### config.mk
export PLATFORM = sky130hd
export DESIGN_NAME = dss_sequencer
export DESIGN_NICKNAME = d
export VERILOG_FILES = /design/src/dss_pkg.sv /design/src/dss_sequencer.sv
export SDC_FILE = /design/constraint.sdc
export NUM_CORES = 1
export LEC_CHECK = 0
export BUFFER_PORTS_ARGS = -buffer_cell sky130_fd_sc_hd__buf_2
export CAP_MARGIN = 30
export CORE_MARGIN = 4
export CORE_UTILIZATION = 55
export DETAILED_ROUTE_END_ITERATION = 7
export GPL_TIMING_DRIVEN = 0
export PLACE_DENSITY = 0.74
export SYNTH_ARGS = -nofsm -noshare
export SYNTH_HDL_FRONTEND = slang
export SYNTH_SLANG_ARGS = --single-unit
export TNS_END_PERCENT = 30
### constraint.sdc
create_clock -name pclk -period 14.71 [get_ports pclk]
set_input_delay 0.7355 -clock pclk [delete_from_list [all_inputs] [get_ports pclk]]
set_output_delay 0.7355 -clock pclk [all_outputs]
set_load 0.02 [all_outputs]
### src/dss_pkg.sv
// package of constants for the drive start/stop sequencer
//
// Functional notes
// (RULE1) start delay 0.0 to 10.0 s, default zero, holds off acceleration
// (RULE2) after the delay the output ramps toward the reference
// (RULE3) start mode codes: 0 hold, 1 brake, 2 coast, 3 clockwise, 4 reference dir
// (RULE4) mode 0 applies dc hold voltage during the delay
// (RULE5) mode 1 applies dc brake voltage during the delay
// (RULE6) mode 2 switches inverter off during the delay
// (RULE7) mode 3 outputs start frequency and initial voltage regardless of reference
// (RULE8) mode 4 follows reference direction; zero reference gives 0 Hz at initial voltage
// (RULE9) stop function 0 coast, 1 dc hold, below minimum frequency or at zero
// (RULE10) minimum stop frequency 0.1 to 10 Hz, default 0.1 Hz
// (RULE11) minimum stop frequency above start frequency skips the start delay
// (RULE12) dc hold stop with high minimum steps frequency without ramp, flags overcurrent risk
// (RULE13) dc brake voltage is 0 to 100 percent of maximum brake voltage
// (RULE14) inverse brake input falling from one to zero starts dc braking
// (RULE15) with stop active, braking starts below the brake engage frequency
// (RULE16) brake time 0 to 60 s, default 10 s
// (RULE17) brake engage frequency zero means off, disables stop-triggered braking
// (RULE18) thermal selector codes 0 to 10: none, thermistor, model warn/trip 1 to 4
// (RULE19) thermistor above 3 kilohm flags overheating as warning or trip
// (RULE20) thermal model integrates load versus rated current, derated at low speed
// (RULE21) model instance n accumulates only while setup n is active
// (RULE22) model overload gives warning output in warn modes, trip in trip modes
// (RULE23) start frequency 0.0 to 10.0 Hz, default 0.0 Hz
// (RULE24) timers tick every 0.1 s, restarted on each start or stop event
package dss_pkg;
   // ****************************************
   // timing
   // ****************************************
   localparam int CLK_HZ          = 40_000_000;
   localparam int TICK_MS         = 100;
   localparam int TICK_CYCLES     = CLK_HZ / 1000 * TICK_MS;
   // ****************************************
   // settings ranges, frequencies in 0.1 Hz, times in 0.1 s
   // ****************************************
   localparam logic [6:0]  START_DELAY_MAX   = 7'd100;
   localparam logic [6:0]  START_DELAY_RST   = 7'd0;
   localparam logic [9:0]  BRAKE_TIME_MAX    = 10'd600;
   localparam logic [9:0]  BRAKE_TIME_RST    = 10'd100;
   localparam logic [15:0] MIN_STOP_F_MIN    = 16'h0001;
   localparam logic [15:0] MIN_STOP_F_MAX    = 16'h0064;
   localparam logic [15:0] START_F_MAX       = 16'h0064;
   localparam logic [6:0]  PCT_MAX           = 7'd100;
   localparam logic [15:0] THERM_CUTOUT_OHM  = 16'h0BB8;
   localparam logic [3:0]  THERM_SEL_MAX     = 4'd10;
   localparam logic [2:0]  START_MODE_RST    = 3'd2;
   // ****************************************
   // enumerations
   // ****************************************
   typedef enum logic [2:0] {
      SM_DC_HOLD, SM_DC_BRAKE, SM_COAST, SM_CLOCKWISE, SM_REF_DIR
   } dss_start_mode_e;
   typedef enum logic [2:0] {
      OM_OFF, OM_RAMP, OM_FIXED, OM_DC_HOLD, OM_DC_BRAKE
   } dss_out_mode_e;
endpackage : dss_pkg

### src/dss_sequencer.sv
// start/stop sequencer and motor thermal protection with apb settings
//
// Decided for this implementation: register access over APB and the register addresses.
`timescale 1ns/1ps
module dss_sequencer #(
   parameter int TICK_CYCLES = dss_pkg::TICK_CYCLES, // cycles per 0.1 s tick
   parameter int MODEL_W     = 24,                   // thermal model accumulator width
   parameter logic [23:0] MODEL_LIMIT = 24'h10_0000  // overload threshold of a model
) (
   input  wire logic        pclk,            // 40 MHz clock
   input  wire logic        presetn,         // async reset, active low
   input  wire logic        psel,            // apb select
   input  wire logic        penable,         // apb enable
   input  wire logic        pwrite,          // apb write
   input  wire logic [7:0]  paddr,           // apb byte address
   input  wire logic [31:0] pwdata,          // apb write data
   output logic      [31:0] prdata,          // apb read data
   output logic             pready,          // apb ready
   output logic             pslverr,         // apb error, unmapped address
   input  wire logic        start_req,       // start conditions met, level
   input  wire logic        stop_req,        // stop command, level
   input  wire logic [15:0] ref_freq,        // reference magnitude, 0.1 Hz
   input  wire logic        ref_reverse,     // reference direction counter-clockwise
   input  wire logic [15:0] out_freq,        // present output frequency, 0.1 Hz
   input  wire logic        brake_inv_in,    // digital input with inverse braking function
   input  wire logic [15:0] therm_ohm,       // thermistor resistance, ohm
   input  wire logic [15:0] motor_current,   // present current, same unit as rated
   input  wire logic [1:0]  active_setup,    // active setup 0..3 means 1..4
   output logic      [2:0]  out_mode,        // output mode, dss_out_mode_e
   output logic      [15:0] out_freq_cmd,    // fixed frequency command, 0.1 Hz
   output logic             out_reverse,     // commanded direction
   output logic      [7:0]  out_volt_pct,    // dc percent or initial voltage 0.1 V low
   output logic             overcurrent_risk,// frequency stepped without ramp
   output logic             thermal_warning, // overheating warning
   output logic             thermal_trip     // overheating trip
);
   // ****************************************
   // register map, byte addresses
   // ****************************************
   localparam logic [7:0] A_START_DELAY = 8'h00;
   localparam logic [7:0] A_START_MODE  = 8'h04;
   localparam logic [7:0] A_STOP_FUNC   = 8'h08;
   localparam logic [7:0] A_MIN_STOP_F  = 8'h0C;
   localparam logic [7:0] A_START_F     = 8'h10;
   localparam logic [7:0] A_INIT_VOLT   = 8'h14;
   localparam logic [7:0] A_HOLD_PCT    = 8'h18;
   localparam logic [7:0] A_BRAKE_PCT   = 8'h1C;
   localparam logic [7:0] A_BRAKE_TIME  = 8'h20;
   localparam logic [7:0] A_BRAKE_F     = 8'h24;
   localparam logic [7:0] A_THERM_SEL   = 8'h28;
   localparam logic [7:0] A_RATED       = 8'h2C;
   localparam logic [7:0] A_STATUS      = 8'h30;

   typedef enum logic [2:0] {
      ST_IDLE, ST_DELAY, ST_RUN, ST_BRAKE, ST_STOPPED
   } dss_state_e;

   // ****************************************
   // settings
   // ****************************************
   logic [6:0]  start_delay_reg;
   logic [2:0]  start_mode_reg;
   logic        stop_func_reg;
   logic [15:0] stop_function_min_freq_reg;
   logic [15:0] start_freq_reg;
   logic [11:0] init_volt_reg;
   logic [6:0]  hold_pct_reg;
   logic [6:0]  brake_pct_reg;
   logic [9:0]  brake_time_reg;
   logic [15:0] brake_engage_freq_reg;
   logic [3:0]  therm_sel_reg;
   logic [15:0] rated_current_reg;

   wire wr_en = psel & penable & pwrite;
   wire rd_en = psel & penable & ~pwrite;
   wire addr_ok = (paddr[1:0] == 2'b00) && (paddr <= A_STATUS);

   function automatic logic [15:0] clamp16(input logic [31:0] v, input logic [15:0] lo,
                                           input logic [15:0] hi);
      if (v > {16'h0000, hi})
         clamp16 = hi;
      else if (v < {16'h0000, lo})
         clamp16 = lo;
      else
         clamp16 = v[15:0];
   endfunction : clamp16

   wire [15:0] wr_delay = clamp16(pwdata, 16'h0000, {9'h000, dss_pkg::START_DELAY_MAX});
   wire [15:0] wr_btime = clamp16(pwdata, 16'h0000, {6'h00, dss_pkg::BRAKE_TIME_MAX});
   wire [15:0] wr_minf  = clamp16(pwdata, dss_pkg::MIN_STOP_F_MIN, dss_pkg::MIN_STOP_F_MAX);
   wire [15:0] wr_stf   = clamp16(pwdata, 16'h0000, dss_pkg::START_F_MAX);
   wire [15:0] wr_hpct  = clamp16(pwdata, 16'h0000, {9'h000, dss_pkg::PCT_MAX});
   wire [15:0] wr_therm = clamp16(pwdata, 16'h0000, {12'h000, dss_pkg::THERM_SEL_MAX});
   wire        wr_mode_ok = pwdata[31:0] <= 32'h0000_0004;

   always_ff @(posedge pclk or negedge presetn) begin
      if (!presetn) begin
         start_delay_reg            <= dss_pkg::START_DELAY_RST;       // RULE1
         start_mode_reg             <= dss_pkg::START_MODE_RST;        // RULE3
         stop_func_reg              <= 1'b0;                           // RULE9
         stop_function_min_freq_reg <= dss_pkg::MIN_STOP_F_MIN;        // RULE10
         start_freq_reg             <= 16'h0000;                       // RULE23
         init_volt_reg              <= 12'h000;
         hold_pct_reg               <= 7'd0;
         brake_pct_reg              <= 7'd0;                           // RULE13
         brake_time_reg             <= dss_pkg::BRAKE_TIME_RST;        // RULE16
         brake_engage_freq_reg      <= 16'h0000;                       // RULE17
         therm_sel_reg              <= 4'd0;                           // RULE18
         rated_current_reg          <= 16'h0064;
      end else if (wr_en) begin
         case (paddr)
            A_START_DELAY: start_delay_reg <= wr_delay[6:0];           // RULE1
            A_START_MODE:  if (wr_mode_ok) start_mode_reg <= pwdata[2:0]; // RULE3
            A_STOP_FUNC:   stop_func_reg <= pwdata[0];                  // RULE9
            A_MIN_STOP_F:  stop_function_min_freq_reg <= wr_minf;       // RULE10
            A_START_F:     start_freq_reg <= wr_stf;                    // RULE23
            A_INIT_VOLT:   init_volt_reg <= pwdata[11:0];
            A_HOLD_PCT:    hold_pct_reg <= wr_hpct[6:0];
            A_BRAKE_PCT:   brake_pct_reg <= wr_hpct[6:0];               // RULE13
            A_BRAKE_TIME:  brake_time_reg <= wr_btime[9:0];             // RULE16
            A_BRAKE_F:     brake_engage_freq_reg <= pwdata[15:0];       // RULE17
            A_THERM_SEL:   therm_sel_reg <= wr_therm[3:0];              // RULE18
            A_RATED:       rated_current_reg <= pwdata[15:0];
            default: ;
         endcase
      end
   end

   // ****************************************
   // 0.1 s tick and event edges
   // ****************************************
   localparam int TW = $clog2(TICK_CYCLES);
   logic [TW-1:0] tick_cnt_reg;
   logic          tick;
   logic          brake_inv_d_reg;
   logic          start_d_reg;
   logic          stop_d_reg;
   wire start_evt  = start_req & ~start_d_reg;
   wire stop_evt   = stop_req & ~stop_d_reg;
   wire inv_fall   = brake_inv_d_reg & ~brake_inv_in;                  // RULE14
   wire restart    = start_evt | stop_evt | inv_fall;
   assign tick = (tick_cnt_reg == TW'(TICK_CYCLES - 1));

   always_ff @(posedge pclk or negedge presetn) begin
      if (!presetn) begin
         tick_cnt_reg    <= '0;
         brake_inv_d_reg <= 1'b1;
         start_d_reg     <= 1'b0;
         stop_d_reg      <= 1'b0;
      end else begin
         tick_cnt_reg    <= (tick || restart) ? '0 : tick_cnt_reg + 1'b1; // RULE24
         brake_inv_d_reg <= brake_inv_in;
         start_d_reg     <= start_req;
         stop_d_reg      <= stop_req;
      end
   end

   // ****************************************
   // sequencer
   // ****************************************
   dss_state_e  state_reg;
   dss_state_e  state_next;
   logic [9:0]  timer_reg;
   logic [9:0]  timer_next;
   wire skip_delay  = stop_function_min_freq_reg > start_freq_reg;      // RULE11
   wire brake_armed = brake_engage_freq_reg != 16'h0000;                // RULE17
   wire below_brake = brake_armed && (out_freq < brake_engage_freq_reg);// RULE15
   wire below_min   = out_freq < stop_function_min_freq_reg;            // RULE9
   wire timer_zero  = timer_reg == 10'd0;

   always_comb begin
      state_next = state_reg;
      timer_next = (tick && !timer_zero) ? timer_reg - 10'd1 : timer_reg; // RULE24
      if (inv_fall) begin
         state_next = ST_BRAKE;                                          // RULE14
         timer_next = brake_time_reg;                                    // RULE16
      end else begin
         case (state_reg)
            ST_IDLE, ST_STOPPED: begin
               if (start_evt || (start_req && !stop_req)) begin
                  if (skip_delay || start_delay_reg == 7'd0) begin
                     state_next = ST_RUN;                                // RULE11
                  end else begin
                     state_next = ST_DELAY;                              // RULE1
                     timer_next = {3'b000, start_delay_reg};
                  end
               end
            end
            ST_DELAY: begin
               if (stop_req)
                  state_next = ST_STOPPED;
               else if (timer_zero)
                  state_next = ST_RUN;                                   // RULE2
            end
            ST_RUN: begin
               if (stop_req && below_brake) begin
                  state_next = ST_BRAKE;                                 // RULE15
                  timer_next = brake_time_reg;                           // RULE16
               end else if (stop_req && (below_min || out_freq == 16'h0000))
                  state_next = ST_STOPPED;                               // RULE9
            end
            ST_BRAKE: begin
               if (timer_zero)
                  state_next = ST_STOPPED;                               // RULE16
            end
            default: state_next = ST_IDLE;
         endcase
      end
   end

   always_ff @(posedge pclk or negedge presetn) begin
      if (!presetn) begin
         state_reg <= ST_IDLE;
         timer_reg <= 10'd0;
      end else begin
         state_reg <= state_next;
         timer_reg <= timer_next;
      end
   end

   // ****************************************
   // output selection
   // ****************************************
   logic [2:0]  mode_w;
   logic [15:0] freq_w;
   logic [7:0]  volt_w;
   logic        rev_w;
   logic        ocr_w;
   wire  hold_stop = stop_func_reg;

   always_comb begin
      mode_w = dss_pkg::OM_OFF;
      freq_w = 16'h0000;
      volt_w = 8'h00;
      rev_w  = ref_reverse;
      ocr_w  = 1'b0;
      case (state_reg)
         ST_DELAY: begin
            case (start_mode_reg)
               dss_pkg::SM_DC_HOLD: begin
                  mode_w = dss_pkg::OM_DC_HOLD;                          // RULE4
                  volt_w = {1'b0, hold_pct_reg};
               end
               dss_pkg::SM_DC_BRAKE: begin
                  mode_w = dss_pkg::OM_DC_BRAKE;                         // RULE5
                  volt_w = {1'b0, brake_pct_reg};
               end
               dss_pkg::SM_CLOCKWISE: begin
                  mode_w = dss_pkg::OM_FIXED;                            // RULE7
                  freq_w = start_freq_reg;
                  volt_w = init_volt_reg[7:0];
                  rev_w  = 1'b0;
               end
               dss_pkg::SM_REF_DIR: begin
                  mode_w = dss_pkg::OM_FIXED;                            // RULE8
                  freq_w = (ref_freq == 16'h0000) ? 16'h0000 : start_freq_reg;
                  volt_w = init_volt_reg[7:0];
               end
               default: mode_w = dss_pkg::OM_OFF;                        // RULE6
            endcase
         end
         ST_RUN: begin
            if (hold_stop && below_min && !stop_req) begin
               mode_w = dss_pkg::OM_FIXED;                               // RULE12
               freq_w = stop_function_min_freq_reg;
               ocr_w  = 1'b1;
            end else
               mode_w = dss_pkg::OM_RAMP;                                // RULE2
         end
         ST_BRAKE: begin
            mode_w = dss_pkg::OM_DC_BRAKE;                               // RULE13
            volt_w = {1'b0, brake_pct_reg};
         end
         ST_STOPPED: begin
            if (hold_stop) begin
               mode_w = dss_pkg::OM_DC_HOLD;                             // RULE9
               volt_w = {1'b0, hold_pct_reg};
            end
         end
         default: mode_w = dss_pkg::OM_OFF;
      endcase
   end

   // ****************************************
   // thermal protection
   // ****************************************
   logic [MODEL_W-1:0] model_reg [4];
   logic [3:0]         model_over;
   wire therm_mode   = (therm_sel_reg == 4'd1) || (therm_sel_reg == 4'd2);
   wire model_mode   = therm_sel_reg >= 4'd3;
   wire [1:0] model_idx = 2'((therm_sel_reg - 4'd3) >> 1);
   wire is_trip      = therm_mode ? (therm_sel_reg == 4'd2) : ~therm_sel_reg[0];
   // derate allowed current below half rated frequency: cooling fan slows down
   wire [15:0] allowed = (out_freq < 16'h00FA) ? (rated_current_reg - (rated_current_reg >> 2))
                                              : rated_current_reg;   // RULE20
   wire hot_thermistor = therm_ohm > dss_pkg::THERM_CUTOUT_OHM;         // RULE19

   genvar g;
   generate
      for (g = 0; g < 4; g++) begin : g_model
         // only the model of the active setup integrates, the rest keep their load
         wire active = model_mode && (model_idx == 2'(g)) && (active_setup == 2'(g)); // RULE21
         always_ff @(posedge pclk or negedge presetn) begin
            if (!presetn)
               model_reg[g] <= '0;
            else if (active && tick) begin
               if (motor_current > allowed)
                  model_reg[g] <= model_reg[g] + MODEL_W'(motor_current - allowed); // RULE20
               else if (model_reg[g] > MODEL_W'(allowed - motor_current))
                  model_reg[g] <= model_reg[g] - MODEL_W'(allowed - motor_current);
               else
                  model_reg[g] <= '0;
            end
         end
         assign model_over[g] = active && (model_reg[g] >= MODEL_LIMIT);
      end
   endgenerate

   wire overheat = (therm_mode && hot_thermistor) || (|model_over);     // RULE19

   // ****************************************
   // registered outputs and apb read
   // ****************************************
   logic [31:0] rd_w;
   always_comb begin
      case (paddr)
         A_START_DELAY: rd_w = {25'h0, start_delay_reg};
         A_START_MODE:  rd_w = {29'h0, start_mode_reg};
         A_STOP_FUNC:   rd_w = {31'h0, stop_func_reg};
         A_MIN_STOP_F:  rd_w = {16'h0, stop_function_min_freq_reg};
         A_START_F:     rd_w = {16'h0, start_freq_reg};
         A_INIT_VOLT:   rd_w = {20'h0, init_volt_reg};
         A_HOLD_PCT:    rd_w = {25'h0, hold_pct_reg};
         A_BRAKE_PCT:   rd_w = {25'h0, brake_pct_reg};
         A_BRAKE_TIME:  rd_w = {22'h0, brake_time_reg};
         A_BRAKE_F:     rd_w = {16'h0, brake_engage_freq_reg};
         A_THERM_SEL:   rd_w = {28'h0, therm_sel_reg};
         A_RATED:       rd_w = {16'h0, rated_current_reg};
         A_STATUS:      rd_w = {16'h0, timer_reg[7:0], 1'b0, state_reg, thermal_trip,
                                thermal_warning, overcurrent_risk, skip_delay};
         default:       rd_w = 32'h0000_0000;
      endcase
   end

   always_ff @(posedge pclk or negedge presetn) begin
      if (!presetn) begin
         out_mode         <= dss_pkg::OM_OFF;
         out_freq_cmd     <= 16'h0000;
         out_reverse      <= 1'b0;
         out_volt_pct     <= 8'h00;
         overcurrent_risk <= 1'b0;
         thermal_warning  <= 1'b0;
         thermal_trip     <= 1'b0;
         prdata           <= 32'h0000_0000;
         pready           <= 1'b0;
         pslverr          <= 1'b0;
      end else begin
         out_mode         <= mode_w;
         out_freq_cmd     <= freq_w;
         out_reverse      <= rev_w;
         out_volt_pct     <= volt_w;
         overcurrent_risk <= ocr_w;                                      // RULE12
         thermal_warning  <= overheat && !is_trip;                       // RULE22
         // a trip latches until software clears the selector to none
         thermal_trip     <= (thermal_trip && therm_sel_reg != 4'd0) || (overheat && is_trip); // RULE22
         pready           <= psel & ~penable;
         pslverr          <= psel & ~penable & ~addr_ok;
         if (rd_en)
            prdata <= rd_w;
         else if (psel && !penable)
            prdata <= addr_ok ? rd_w : 32'h0000_0000;
      end
   end
endmodule : dss_sequencer

==> summary by stage <==
Die
In this run the count of I/O pins placed on the die edge is 180. The die width is 228 µm. The overall die area is 51800 µm². The region available for standard cell placement spans ~48000 µm². The effective utilization at floorplan is 0.556.

The floorplan row count is 80. The die extent in y is around 230 µm.

Drt
After the first detailed-routing iteration, the DRC count stood at 3046. For this run, the detailed router's first-pass iteration total came to 6. The sum of met3 wire segment lengths after detailed routing is around 7500 µm. Wires add up to 92700 µm. After detailed routing, the number of vias per cell comes to around 6.5. In the final routed layout, each cell accounts on average for 23.1 µm.

For this run, design rule violations remaining after detail routing come to 0. The met2 wire length is 43000 µm. The highest metal layer used by the detailed router is met5. In the final routing, the length of wire on met1 measures between 30000 and 40000 µm.

In this run the remaining antenna-violating nets after routing total 0. The total via count in the routed design is 26126.

Power
Summed over all cells, the static leakage comes to ~14 nW. Of the total power, the share spent switching nets is 0.326. The power density relative to cell area is 77.8 nW/µm². Of the total power, registers draw 0.375. The highest ir drop seen on vdd is approximately 90 µV. Of the total power, the clock network draws 0.397.

The internal portion of total power is between 1.5 and 2 mW. Of the total power, combinational logic draws 0.228. In this run the power spent charging and discharging nets is 0.748 mW.

Yosys
The count of yosys warnings during synthesis is 0. The leading register cell type out of synthesis is dfrtp_1. The fraction of the yosys area taken by sequential cells is 0.282. The synthesized netlist contains 101 unique library cells.

The post-synthesis cell count is approximately 3100. The number of synthesized flops with an enable pin is 0. The share of synthesized registers carrying an async set or reset is 1.00.

In this run the cell area of the synthesized design comes to 26500 µm². The average footprint of a synthesized cell is 8.47 µm². The number of flip-flops and latches in the synthesized netlist is just under 300.

Global route
The all-layer global routing usage is 0.351. Summed over all layers, the global routing overflow is 0. The initial antenna violation count is 3. The wire length of the first global-routing pass is 142000 µm. The number of global-route vias before repair is between 20000 and 30000. Entering global routing, the biggest net connects 96 pins.

Clock tree
The clock edge transition at the registers on the reported setup and hold paths is 0.06 ns. Once the clock tree was built, the setup fixing pass inserted 0 buffers. The TritonCTS sink count is 298. After clock tree synthesis, the flow added hold-fix buffers numbering 1. Counting along the longest clock path gives a buffer depth of 3. TritonCTS created 37 clock buffers. TritonCTS built the clock tree.

The number of resized instances in the post-cts repair step is 0. The clock latency at the later pin of the worst-skew pair is 0.58 ns. The root buffer cell is clkbuf_16.

The H-tree generated during clock tree synthesis spans 2 levels.

STA
Setup violations remaining at the end of the flow were counted as 0. The remaining max-slew budget at the tightest pin is 0.249. The sum of negative setup slack is 0 ns. The number of slew-limit violations in the final report is 0. The post-route minimum period is 9.01 ns. Setup repair after global routing left no endpoint under its margin. The transition time of the tightest slew-check pin is approximately 1.1 ns. The worst setup skew after layout is 0.0199 ns. The smallest hold slack is 0.263 ns. Timing would allow up to 111 MHz. The final count of hold timing violations was 0. The part of the cycle the worst path needs is 0.612.

Critical path
The worst endpoint required time is 15.17 ns. The number of cell instances on the worst register-to-register path is 37. The worst setup path is captured at a register.

The kind of start point of the critical path is a register. The worst-case register-to-register setup slack is 5.70 ns. STA puts the critical path data arrival time at 9.47 ns. The critical path is of the register to register type. The largest individual stage delay along the critical path comes from the cell a21o_2. The delay of the slowest cell on the worst path is around 0.74 ns. Counting stages on the worst path, the most repeated cell is o21ai_0. Of all nets on the critical path, the largest fanout is 36.

Min path
The number of instances on the worst hold path is 1. The type of the worst min-delay path is input pin to register.

Cells and area
Of the cells placed in the final design, the portion with a size suffix greater than 1 is 0.114. The library cell used most frequently in the layout, excluding fill and tap cells, is dfrtp_1. Compared with the post-synthesis result, the final layout area differs by 11.5%. The count of placed standard cells in the final layout, fillers left out is between 4000 and 5000.

The utilization after layout is 0.620. The finished layout cell area is approximately 30000 µm². The register with the most flip-flops in the layout has 96 of them.

The net count reported at finish is 3757. Leaving out fill and tap cells, the most frequent cells in the layout are dfrtp_1, ha_1, nor2_1. The number of fillers in the final layout is 4155.

Place
The instance area at placement is 28300 µm². The HPWL after detailed placement is 71400 µm. Routability-driven placement finished with a final weighted congestion of 1.02. The quantity of I/O buffers inserted on ports is 160. The number of cells in the design after placement is 3936.

Outcome
The run finished with clean final reports.

Run
The number of maximum-capacitance constraint violations is 0.
-- worst paths after layout --
path / from / endpoint
min in group asynchronous: presetn / model_reg[21]
max: rated_current_reg[3] / model_reg[42]
max reg2reg: rated_current_reg[3] / model_reg[42]
min reg2reg: tick_cnt_reg[0] / tick_cnt_reg[0]
max in group asynchronous: presetn / rated_current_reg[6]
min: brake_inv_in / brake_inv_d_reg
-- cell families after synthesis --
| logic type | count (synthesis) | synth area share |
|---|---|---|
| AOI/OAI and AO/OA | 1011 | 0.259 |
| xor gates and xnor gates | 220 | 0.0727 |
| adders and majority gates | 298 | 0.142 |
| buffers and inverters | 301 | 0.0473 |
| DFF | 298 | 0.282 |
| muxes | 61 | 0.0256 |
| other | 1 | 0.000141 |
| and+or+nand+nor | 940 | 0.171 |
-- final cells by class --
type / instances / area [µm²] / area share
Multi-Input combinational cell: 2546 / 17900 / 0.604
Sequential cell: 298 / 7470 / 0.253
Clock buffer: 57 / 1090 / 0.0370
Timing Repair Buffer: 181 / 1040 / 0.0351
Tap cell: 615 / 769 / 0.0260
Inverter: 170 / 638 / 0.0216
Buffer: 131 / 617 / 0.0209
Clock inverter: 9 / 77.6 / 0.00262
Antenna cell: 1 / 2.50 / 0.0000847
-- synth_stat cells (49+ instances only) --
| cell | number | share of area |
|---|---|---|
| a21o_1 | 90 | 0.025 |
| a21oi_1 | 224 | 0.042 |
| clkbuf_1 | 83 | 0.012 |
| dfrtp_1 | 289 | 0.27 |
| ha_1 | 266 | 0.13 |
| inv_1 | 170 | 0.024 |
| mux2_2 | 55 | 0.023 |
| nand2_1 | 247 | 0.035 |
| nand3_1 | 77 | 0.015 |
| nor2_1 | 249 | 0.035 |
| nor3_1 | 77 | 0.015 |
| o21a_1 | 49 | 0.014 |
| o21ai_0 | 202 | 0.038 |
| xnor2_1 | 150 | 0.050 |
| xor2_1 | 70 | 0.023 |
-- layer usage --
layer	GRT usage	vias to the layer above
met5	0	-
met4	0.231	4
li1	-	12034
met2	0.587	1248
met1	0.415	12475
met3	0.0631	365
-- power groups by stage --
| stage | clock network, mW | logic (mW) | registers, mW |
|---|---|---|---|
| 5_1_grt | 0.948 | 0.570 | 0.864 |
| 3_5_place_dp | 0 | 0.509 | 0.876 |
| 4_1_cts | 0.914 | 0.513 | 0.862 |
| 3_3_place_gp | 0 | 0.487 | 0.876 |
| 6_report | 0.911 | 0.525 | 0.862 |
| 2_1_floorplan | 0 | 0.331 | 0.877 |
-- metrics by stage --
| step | power [mW] | setup WS [ns] |
|---|---|---|
| finish | 2.30 | 5.70 |
| global route | 2.38 | 5.06 |
| CTS | 2.29 | 5.85 |
| detailed placement | 1.38 | 5.88 |
| global placement | 1.36 | 4.37 |
| floorplan | 1.21 | 7.05 |
-- worst max-delay path: cells and delay by family (launching register included) --
kind	cells	cell delay, ns
flip-flops	1	0.45
AO/OA/AOI/OAI	18	4.32
buffers and inverters	5	1.14
XOR/XNOR	1	0.09
AND/OR/NAND/NOR	9	1.78
multiplexers	1	0.27
adder cells (fa/ha/maj)	3	0.80
Note: power is estimated with default switching activity, not from simulation.
